### src/core/atb_defs.vh
// Constants of the advanced timer time base
`ifndef ATB_DEFS_VH
`define ATB_DEFS_VH
// Register byte offsets
`define ATB_CTL_OFS 12'h000
`define ATB_SMCFG_OFS 12'h004
`define ATB_SWEV_OFS 12'h008
`define ATB_STAT_OFS 12'h00C
`define ATB_CNT_OFS 12'h010
`define ATB_PSC_OFS 12'h014
`define ATB_CAR_OFS 12'h018
`define ATB_REPETITION_COUNT_OFS 12'h01C
// Control field positions
`define ATB_CTL_CEN 0
`define ATB_CTL_UPDATE_DISABLE 1
`define ATB_CTL_DIR 2
`define ATB_CTL_CAM_LO 3
`define ATB_CTL_CAM_HI 4
`define ATB_SMC_LO 0
`define ATB_SMC_HI 2
`define ATB_EXT_CLOCK_MODE1_EN 3
`define ATB_TRG_LO 4
`define ATB_TRG_HI 7
`define ATB_SWEV_UPG 0
`define ATB_STAT_UPDATE_INT_FLAG 0
// Slave modes and trigger codes
`define ATB_SMC_INT 3'h0
`define ATB_SMC_EXT0 3'h7
`define ATB_TRG_ITI_MAX 4'h3
`define ATB_TRG_ETI 4'h7
`define ATB_TRG_CH_A_LO 4'h4
`define ATB_TRG_CH_A_HI 4'h6
`define ATB_TRG_CH_B_LO 4'h8
`define ATB_TRG_CH_B_HI 4'hD
`define ATB_TRG_CH_B_BASE 4'h5
// Reset values
`define ATB_CAR_RST 16'hFFFF
`define ATB_ZERO16 16'h0000
`define ATB_ONE16 16'h0001
`endif

### src/core/atb_time_base.v
// Advanced timer time base: clock select, prescaler, counter, repetition
// Behaviour
// - Slave modes 0, 4, 5, 6 clock the prescaler from the internal clock unless mode1 bit set.
// - Slave modes 1, 2, 3, 7 clock the prescaler from trigger select unless mode1 bit set.
// - Mode 7 with trigger 4-6 or 8-D counts chosen channel pin edges.
// - Mode 7 with trigger 0-3 counts internal trigger rising edges.
// - External trigger clocks when mode1 bit set or mode 7 trigger 7.
// - One prescaler pulse per rising edge of filtered external trigger.
// - Prescaler divides by 1 through 65536.
// - New prescaler value takes effect at next update event.
// - Up mode counts 0 to reload, wraps to 0, raises overflow.
// - Down mode counts reload to 0, reloads, raises underflow.
// - Center mode counts up then down; direction bit reads current direction.
// - Center overflow at reload minus one, underflow at one.
// - Center mode sets update flag on overflow or underflow.
// - Up mode soft update clears counter and makes an update.
// - Down mode soft update loads reload value and makes an update.
// - Center mode soft update clears counter, any direction.
// - Update disable bit suppresses update events.
// - Update copies repetition, reload and prescaler preloads to shadows.
// - Counter update once every N+1 counter cycles.
// - Repetition decrements on overflow and underflow; soft update reloads it.
// - New repetition count takes effect at next update.
// - Odd repetition in center mode: update phase follows load moment.
// - Counter and prescaler are 16-bit unsigned.
`include "atb_defs.vh"
`default_nettype none
module atb_time_base #(
  parameter CW = 16,
  parameter NCH = 8,
  parameter NITI = 4
) (
  // Clock and reset
  input wire clk_i,
  input wire nrst_i,
  // APB slave
  input wire psel_i,
  input wire penable_i,
  input wire pwrite_i,
  input wire [11:0] paddr_i,
  input wire [31:0] pwdata_i,
  output wire [31:0] prdata_o,
  output wire pready_o,
  output wire pslverr_o,
  // External clock sources (asynchronous)
  input wire [NCH-1:0] ext_channel_pin_i,
  input wire [NITI-1:0] internal_trigger_in_i,
  input wire ext_trigger_input_i,
  // Events
  output reg overflow_o,
  output reg underflow_o,
  output reg update_event_o,
  output wire counter_clock_o
);

  // ************************************************************
  // Register state
  // ************************************************************
  reg counter_enable_bit_ff;
  reg update_disable_ff;
  reg dir_ff;
  reg [1:0] center_align_select_ff;
  reg [2:0] slave_mode_select_ff;
  reg ext_clock_mode1_en_ff;
  reg [3:0] trigger_source_select_ff;
  reg [7:0] edge_falling_ff;
  reg update_int_flag_ff;
  reg [CW-1:0] cnt_ff;
  reg [CW-1:0] psc_pre_ff;
  reg [CW-1:0] psc_act_ff;
  reg [CW-1:0] psc_cnt_ff;
  reg [CW-1:0] car_pre_ff;
  reg [CW-1:0] car_act_ff;
  reg [7:0] rep_pre_ff;
  reg [7:0] rep_act_ff;
  reg [7:0] rep_cnt_ff;
  reg [31:0] rdata_ff;

  wire wr_en = psel_i & penable_i & pwrite_i;
  wire rd_en = psel_i & ~penable_i & ~pwrite_i;
  wire center = |center_align_select_ff;
  wire soft_update_generate = wr_en & (paddr_i == `ATB_SWEV_OFS) & pwdata_i[`ATB_SWEV_UPG];
  // Reads are captured in the setup cycle so the access phase never waits;
  // writes land in the access cycle. Unmapped offsets read as zero and
  // ignore writes, with no slave error.

  // ************************************************************
  // Input synchronisers
  // ************************************************************
  localparam NS = NCH + NITI + 1;
  wire [NS-1:0] raw_in = {ext_trigger_input_i, internal_trigger_in_i, ext_channel_pin_i};
  reg [NS-1:0] sync1_ff;
  reg [NS-1:0] sync2_ff;
  reg [NS-1:0] sync3_ff;
  // Two stages against metastability, third for edge detection
  always @(posedge clk_i or negedge nrst_i) begin
    if (!nrst_i) begin
      sync1_ff <= {NS{1'b0}};
      sync2_ff <= {NS{1'b0}};
      sync3_ff <= {NS{1'b0}};
    end else begin
      sync1_ff <= raw_in;
      sync2_ff <= sync1_ff;
      sync3_ff <= sync2_ff;
    end
  end
  wire [NS-1:0] rise = sync2_ff & ~sync3_ff;
  wire [NS-1:0] fall = ~sync2_ff & sync3_ff;
  // Edges reach the counter three clocks after the pin moves; pulses
  // narrower than one clock may be lost, so sources must be slower.
  // Reset drops the chain low, so a pin idling high shows one false rise
  // just after reset; harmless while counting is still off.

  // ************************************************************
  // Clock source select
  // ************************************************************
  // With the mode1 bit clear, slave modes 4 to 6 leave the internal clock driving the divider;
  // modes 1 to 3 count rises of the trigger source.
  reg src_tick;
  reg [3:0] ch_idx;
  always @* begin
    src_tick = 1'b0;
    ch_idx = 4'h0;
    if (ext_clock_mode1_en_ff) begin
      src_tick = rise[NS-1];
    end else if (slave_mode_select_ff == `ATB_SMC_EXT0) begin
      if (trigger_source_select_ff <= `ATB_TRG_ITI_MAX) begin
        src_tick = rise[NCH + trigger_source_select_ff[1:0]];
      end else if (trigger_source_select_ff == `ATB_TRG_ETI) begin
        src_tick = rise[NS-1];
      end else if (trigger_source_select_ff <= `ATB_TRG_CH_A_HI) begin
        ch_idx = trigger_source_select_ff - `ATB_TRG_CH_A_LO;
        src_tick = edge_falling_ff[ch_idx[2:0]] ? fall[ch_idx[2:0]] : rise[ch_idx[2:0]];
      end else if (trigger_source_select_ff <= `ATB_TRG_CH_B_HI) begin
        // Codes 8 to D fold onto pin index code minus five; an index past
        // the last pin wraps onto the low pins, a known limitation.
        ch_idx = trigger_source_select_ff - `ATB_TRG_CH_B_BASE;
        src_tick = edge_falling_ff[ch_idx[2:0]] ? fall[ch_idx[2:0]] : rise[ch_idx[2:0]];
      end
    end else if (slave_mode_select_ff == 3'h1 || slave_mode_select_ff == 3'h2 ||
                 slave_mode_select_ff == 3'h3) begin
      src_tick = (trigger_source_select_ff <= `ATB_TRG_ITI_MAX) ?
                 rise[NCH + trigger_source_select_ff[1:0]] : rise[NS-1];
    end else begin
      src_tick = 1'b1;
    end
  end

  // ************************************************************
  // Prescaler and counter
  // ************************************************************
  // The divider only steps on source ticks, so with an external source
  // the prescaler divides edges, not timer clocks.
  // divide by psc plus one
  wire psc_wrap = (psc_cnt_ff == psc_act_ff);
  wire cnt_tick = counter_enable_bit_ff & src_tick & psc_wrap;
  assign counter_clock_o = cnt_tick;
  reg nxt_ovf;
  reg nxt_udf;
  reg [CW-1:0] nxt_cnt;
  reg nxt_dir;
  // Center mode turns at the reload value and at zero; a soft update
  // restarts it counting up. Up and down modes never use the turn logic.
  always @* begin
    nxt_ovf = 1'b0;
    nxt_udf = 1'b0;
    nxt_cnt = cnt_ff;
    nxt_dir = dir_ff;
    if (cnt_tick) begin
      if (center) begin
        if (!dir_ff) begin
          nxt_cnt = cnt_ff + `ATB_ONE16;
          nxt_ovf = (cnt_ff == car_act_ff - `ATB_ONE16);
          if (cnt_ff + `ATB_ONE16 >= car_act_ff) nxt_dir = 1'b1;
        end else begin
          nxt_cnt = cnt_ff - `ATB_ONE16;
          nxt_udf = (cnt_ff == `ATB_ONE16);
          if (cnt_ff <= `ATB_ONE16) nxt_dir = 1'b0;
        end
      end else if (!dir_ff) begin
        nxt_ovf = (cnt_ff >= car_act_ff);
        nxt_cnt = nxt_ovf ? `ATB_ZERO16 : cnt_ff + `ATB_ONE16;
      end else begin
        nxt_udf = (cnt_ff == `ATB_ZERO16);
        nxt_cnt = nxt_udf ? car_act_ff : cnt_ff - `ATB_ONE16;
      end
    end
  end
  // Repetition runs down on each event and reloads from the preload (the active
  // copy if updates are disabled) when it reaches zero, where the update fires.
  // update once repetition exhausted
  wire rep_zero = (rep_cnt_ff == 8'h00);
  wire cnt_upd = (nxt_ovf | nxt_udf) & rep_zero;
  wire upd = ~update_disable_ff & (soft_update_generate | cnt_upd);

  // A soft update blocked by update disable also skips the restart,
  // so counter and repetition carry on untouched.
  // Counter, prescaler, shadows; soft update has priority
  always @(posedge clk_i or negedge nrst_i) begin
    if (!nrst_i) begin
      cnt_ff <= `ATB_ZERO16;
      psc_cnt_ff <= `ATB_ZERO16;
      psc_act_ff <= `ATB_ZERO16;
      car_act_ff <= `ATB_CAR_RST;
      rep_act_ff <= 8'h00;
      rep_cnt_ff <= 8'h00;
      dir_ff <= 1'b0;
      overflow_o <= 1'b0;
      underflow_o <= 1'b0;
      update_event_o <= 1'b0;
    end else begin
      overflow_o <= nxt_ovf;
      underflow_o <= nxt_udf;
      update_event_o <= upd;
      if (soft_update_generate && !update_disable_ff) begin
        cnt_ff <= (dir_ff && !center) ? car_pre_ff : `ATB_ZERO16;
        psc_cnt_ff <= `ATB_ZERO16;
        // soft update reloads repetition; phase restarts here
        rep_cnt_ff <= rep_pre_ff;
        if (center) dir_ff <= 1'b0;
      end else begin
        if (counter_enable_bit_ff && src_tick) begin
          psc_cnt_ff <= psc_wrap ? `ATB_ZERO16 : psc_cnt_ff + `ATB_ONE16;
        end
        cnt_ff <= nxt_cnt;
        if (center) begin
          dir_ff <= nxt_dir;
        end else if (wr_en && paddr_i == `ATB_CTL_OFS) begin
          dir_ff <= pwdata_i[`ATB_CTL_DIR];
        end
        if (nxt_ovf | nxt_udf) begin
          rep_cnt_ff <= rep_zero ? rep_act_ff : rep_cnt_ff - 8'h01;
        end
        if (wr_en && paddr_i == `ATB_CNT_OFS) cnt_ff <= pwdata_i[CW-1:0];
      end
      if (upd) begin
        psc_act_ff <= psc_pre_ff;
        car_act_ff <= car_pre_ff;
        rep_act_ff <= rep_pre_ff;
        if (cnt_upd && !soft_update_generate) rep_cnt_ff <= rep_pre_ff;
      end
    end
  end

  // ************************************************************
  // APB register file
  // ************************************************************
  // Writing one to the status flag does nothing; only a zero clears it,
  // and an update in the same cycle keeps the flag set.
  // Software writes; flag set wins over clear
  always @(posedge clk_i or negedge nrst_i) begin
    if (!nrst_i) begin
      counter_enable_bit_ff <= 1'b0;
      update_disable_ff <= 1'b0;
      center_align_select_ff <= 2'h0;
      slave_mode_select_ff <= `ATB_SMC_INT;
      ext_clock_mode1_en_ff <= 1'b0;
      trigger_source_select_ff <= 4'h0;
      edge_falling_ff <= 8'h00;
      psc_pre_ff <= `ATB_ZERO16;
      car_pre_ff <= `ATB_CAR_RST;
      rep_pre_ff <= 8'h00;
      update_int_flag_ff <= 1'b0;
    end else begin
      if (wr_en) begin
        case (paddr_i)
          `ATB_CTL_OFS: begin
            counter_enable_bit_ff <= pwdata_i[`ATB_CTL_CEN];
            update_disable_ff <= pwdata_i[`ATB_CTL_UPDATE_DISABLE];
            center_align_select_ff <= pwdata_i[`ATB_CTL_CAM_HI:`ATB_CTL_CAM_LO];
          end
          `ATB_SMCFG_OFS: begin
            slave_mode_select_ff <= pwdata_i[`ATB_SMC_HI:`ATB_SMC_LO];
            ext_clock_mode1_en_ff <= pwdata_i[`ATB_EXT_CLOCK_MODE1_EN];
            trigger_source_select_ff <= pwdata_i[`ATB_TRG_HI:`ATB_TRG_LO];
            edge_falling_ff <= pwdata_i[15:8];
          end
          `ATB_STAT_OFS: begin
            if (!pwdata_i[`ATB_STAT_UPDATE_INT_FLAG]) update_int_flag_ff <= 1'b0;
          end
          `ATB_PSC_OFS: psc_pre_ff <= pwdata_i[CW-1:0];
          `ATB_CAR_OFS: car_pre_ff <= pwdata_i[CW-1:0];
          `ATB_REPETITION_COUNT_OFS: rep_pre_ff <= pwdata_i[7:0];
          default: begin
          end
        endcase
      end
      if (upd) update_int_flag_ff <= 1'b1;
    end
  end

  // ************************************************************
  // Read path
  // ************************************************************
  // Read data captured in setup phase; it then stands until the next
  // read setup, so a slow master still sees a stable word.
  always @(posedge clk_i or negedge nrst_i) begin
    if (!nrst_i) begin
      rdata_ff <= 32'h00000000;
    end else if (rd_en) begin
      case (paddr_i)
        `ATB_CTL_OFS: rdata_ff <= {27'h0, center_align_select_ff, dir_ff,
                                   update_disable_ff, counter_enable_bit_ff};
        `ATB_SMCFG_OFS: rdata_ff <= {16'h0, edge_falling_ff, trigger_source_select_ff,
                                     ext_clock_mode1_en_ff, slave_mode_select_ff};
        `ATB_STAT_OFS: rdata_ff <= {31'h0, update_int_flag_ff};
        `ATB_CNT_OFS: rdata_ff <= {16'h0, cnt_ff};
        `ATB_PSC_OFS: rdata_ff <= {16'h0, psc_pre_ff};
        `ATB_CAR_OFS: rdata_ff <= {16'h0, car_pre_ff};
        `ATB_REPETITION_COUNT_OFS: rdata_ff <= {24'h0, rep_pre_ff};
        default: rdata_ff <= 32'h00000000;
      endcase
    end
  end
  assign prdata_o = rdata_ff;
  assign pready_o = 1'b1;
  assign pslverr_o = 1'b0;
  // Zero wait states: the read word is already stable when penable rises.

endmodule
`default_nettype wire

### config.mk
export PLATFORM = sky130hd
export DESIGN_NAME = atb_time_base
export DESIGN_NICKNAME = d
export VERILOG_FILES = /design/src/core/atb_time_base.v
export VERILOG_INCLUDE_DIRS = /design/src /design/src/core
export SDC_FILE = /design/constraint.sdc
export NUM_CORES = 1
export LEC_CHECK = 0
export CORE_MARGIN = 2
export CORE_UTILIZATION = 35
export CTS_BUF_LIST = sky130_fd_sc_hd__clkbuf_8
export CTS_CLUSTER_SIZE = 24
export DETAILED_ROUTE_END_ITERATION = 10
export DONT_BUFFER_PORTS = 1
export HOLD_SLACK_MARGIN = 0.08
export PLACE_DENSITY = 0.57
export SKIP_LAST_GASP = 1
export SYNTH_ARGS = -nofsm -noshare
export SYNTH_HDL_FRONTEND = slang
export SYNTH_SLANG_ARGS = --single-unit
### constraint.sdc
create_clock -name clk_i -period 6.2 [get_ports clk_i]
set_input_delay 0.31 -clock clk_i [delete_from_list [all_inputs] [get_ports clk_i]]
set_output_delay 0.31 -clock clk_i [all_outputs]
set_load 0.01 [all_outputs]
==> out/summary.txt <==
area fraction in compound gates after synthesis -> 16.3%
final worst-path cycle share -> 77.1%
Worst EP required -> 6.61 ns
Seq/Total Area, Yosys -> 43.4%
Crit path top cell by count -> a21o_1
Slew @ Worst Pin -> 1.25 ns
DIE AREA -> 34,700 um^2
setup violators final -> 0
relative slew slack -> 16.1%
leading area contributor after synthesis -> dfrtp_1
power density cells -> 181 nW/um^2
Synth Area in Adders -> 4.63%
crit-path leading delay family -> compound AO/OA/AOI/OAI gates
largest family of logic cells by synthesized area -> compound AO/OA/AOI/OAI gates
CTS Buf Count -> 17
num rows -> 66
initial antenna violation count -> 3
RSZ-0062 raised after global routing -> no
number of optimization iterations in the first detailed-route pass -> 9
critical path's largest stage delay -> 0.67 ns
post-route ant nets -> 0
# nets final -> 1,232
initial detailed-routing violation count -> 945
via count -> 9,076
H-tree levels -> 4
postcts setup bufs -> 0
slowest CP cell -> a21oi_4
Pleak -> 5.64 nW
most common flop cell mapped by yosys -> dfrtp_1
number of synthesized register bits -> 200
Clock Sink Count -> 200
Die W -> 186 um
GRT Overall Usage -> 19.4%
Worst Path Arrival -> 5.20 ns
YS warnings -> 0
vias in the first global route -> 8,711
layout cells sized above 1 -> 19.0%
DR top layer -> met4
DR WL met2 -> 13,700 um
metal3 WL -> 2350 um
average wire per standard cell -> 20.6 um
number of flops mapped to enable cells by yosys -> 0
CTS tree -> built
Hold WS -> 0.142 ns
ranking of synthesized cells by area -> dfrtp_1, mux2_2, dfstp_2
WP buf/inv -> 2
dpl hpwl -> 23,100 um
Final TNS setup -> 0 ns
WS Path Type -> register to register
GPL Wtd Cong -> 0.896
Hold Crit Class -> input pin to register
die height -> 186 um
Worst Clk Skew -> 0.0191 ns
worst-skew pair later-pin latency -> 0.50 ns
synthesized area per cell -> 10.4 um^2
cells along the critical path -> inv_1, ha_1, a21o_1, a21o_1, a221o_1, a2111oi_4, o21ai_0, o22ai_1, nor2_4, a21oi_4, buf_4, mux2_2
Finished Core Util -> 39.2%
Final Slew Violations -> 0
Yosys cell types -> 84
status -> finished clean
clk root buf -> clkbuf_8
IR drop worst, VDD -> 0.156 mV
WL final -> 32,700 um
GR Overflow Total -> 0
MaxCap Viol Count -> 0
Area Overhead vs Synth -> 9.93%
Min Clock Period, post-route -> 4.78 ns
share of the synthesized area in the top cell type -> 36.1%
first-pass GRT wire length -> 51,100 um
Core Footprint -> 32,600 um^2
# DRC -> 0
CP Capture Type -> register
number of vias per cell -> 5.73
FFs w/ async S/R, synth -> 100%
Initial Util -> 35.7%
clk buf depth -> 2
cells after synthesis -> 1,122
cell area after synthesis -> 11,600 um^2
Worst-path clk slew -> 0.11 ns
post-synthesis mux area share -> 11.0%
critical path peak fanout -> 20
Fin. Hold Viols -> 0
fmax -> 0.209 GHz
Post-Route M1 WL -> 15,900 um
Worst Setup Start Kind -> register
# port buffers -> 0
largest net degree at the start of global routing -> 201
Post-Synth Simple-Gate Area -> 15.1%
Synth Area in XOR/XNOR -> 4.67%
IO Pins -> 100
==> layer usage <==
metal	vias up	GRT usage, %
met3	38	4.36
met5	-	0.571
met1	4578	28.5
li1	4118	-
met2	342	28.0
met4	0	6.05
==> layout by cell type (no fill, tap or decap), types with 18 or more instances in the layout <==
cell,count
dfrtp_1,168
nand3_1,28
a21oi_1,48
ha_1,43
dfstp_2,32
conb_1,18
inv_1,40
nor2_1,65
a22o_1,21
a222oi_1,19
dlygate4sd3_1,31
xnor2_1,49
o21ai_0,61
mux2_2,75
nor3_1,22
mux2_4,23
nand2_1,78
==> sequential cells by signal (all words and copies together) (netlist names), 4 cells and up <==
register and cells:
sync1_ff 13, car_act_ff 16, psc_act_ff 16, rep_pre_ff 8
sync3_ff 13, psc_cnt_ff 16, cnt_ff 16, sync2_ff 13
psc_pre_ff 16, edge_falling_ff 8, car_pre_ff 16, prdata_o 16
rep_act_ff 8, rep_cnt_ff 8, trigger_source_select_ff 4
==> worst paths after layout <==
path / from / end / slack [ns] / cells after the start
min reg2reg: sync1_ff[10] / sync2_ff[10] / 0.36 / 0
min in group asynchronous: nrst_i / psc_act_ff[1] / 0.56 / 2
max in group asynchronous: nrst_i / cnt_ff[10] / 4.86 / 2
max reg2reg: car_act_ff[9] / car_act_ff[9] / 1.42 / 12
max: car_act_ff[9] / car_act_ff[9] / 1.42 / 12
min: pwdata_i[14] / cnt_ff[14] / 0.14 / 3
==> final cells by class <==
| class | instances | area, um^2 |
|---|---|---|
| antenna | 3 | 7.51 |
| clock buffer | 17 | 234 |
| clock inverter | 15 | 190 |
| fill | 3176 | 19800 |
| inverter | 40 | 150 |
| multi-input combinational | 819 | 6140 |
| sequential | 200 | 5040 |
| tap | 442 | 553 |
| timing repair buffer | 49 | 465 |
==> power by group <==
group	internal [mW]	switching, mW
combinational	0.0292	0.0589
sequential	1.32	0.00860
clock	0.376	0.521
==> synth_stat cells, types with 14 or more instances <==
master / n
nand3_1: 28
a2bb2oi_1: 14
dfrtp_1: 168
nand2b_1: 17
ha_1: 43
o21ai_0: 61
clkbuf_1: 46
mux2_2: 75
dfstp_2: 32
xnor2_1: 49
mux2_4: 23
nor2_1: 65
buf_4: 20
a22o_1: 21
a21oi_1: 48
nor2b_1: 15
nor3_1: 25
nand2_1: 78
a31oi_1: 15
a222oi_1: 19
inv_1: 40
nand4_1: 17
==> stage by stage <==
stage,setup WS (ns),instance area (um^2),total power [mW],cells
after floorplan,2.66,11700,1.39,1138
after global placement,1.48,12000,1.39,1518
after detailed placement,1.47,12000,1.39,1518
after CTS,1.42,12800,2.33,1582
after global routing,1.20,12800,2.39,1585
final,1.42,12800,2.31,1585
==> worst register-to-register path, cell delays in order (launching register included) <==
cell and delay (ns):
dfstp_2 0.59, inv_1 0.11, ha_1 0.30, a21o_1 0.18, a21o_1 0.17, a221o_1 0.40, a2111oi_4 0.42, o21ai_0 0.28
o22ai_1 0.61, nor2_4 0.17, a21oi_4 0.68, buf_4 0.41, mux2_2 0.39
==> repair_timing <==
action,in CTS,in global routing
hold buffers,32,0
resized for setup,0,0
endpoints found under the hold margin,278,0
==> logic make-up after synthesis <==
group,after synthesis
multiplexers,104
AND/OR/NAND/NOR,325
buffers and inverters,119
flip-flops,200
adder cells (fa/ha/maj),43
AO/OA/AOI/OAI,267
other,2
XOR/XNOR,62
Power figures use the tool's default switching activity.
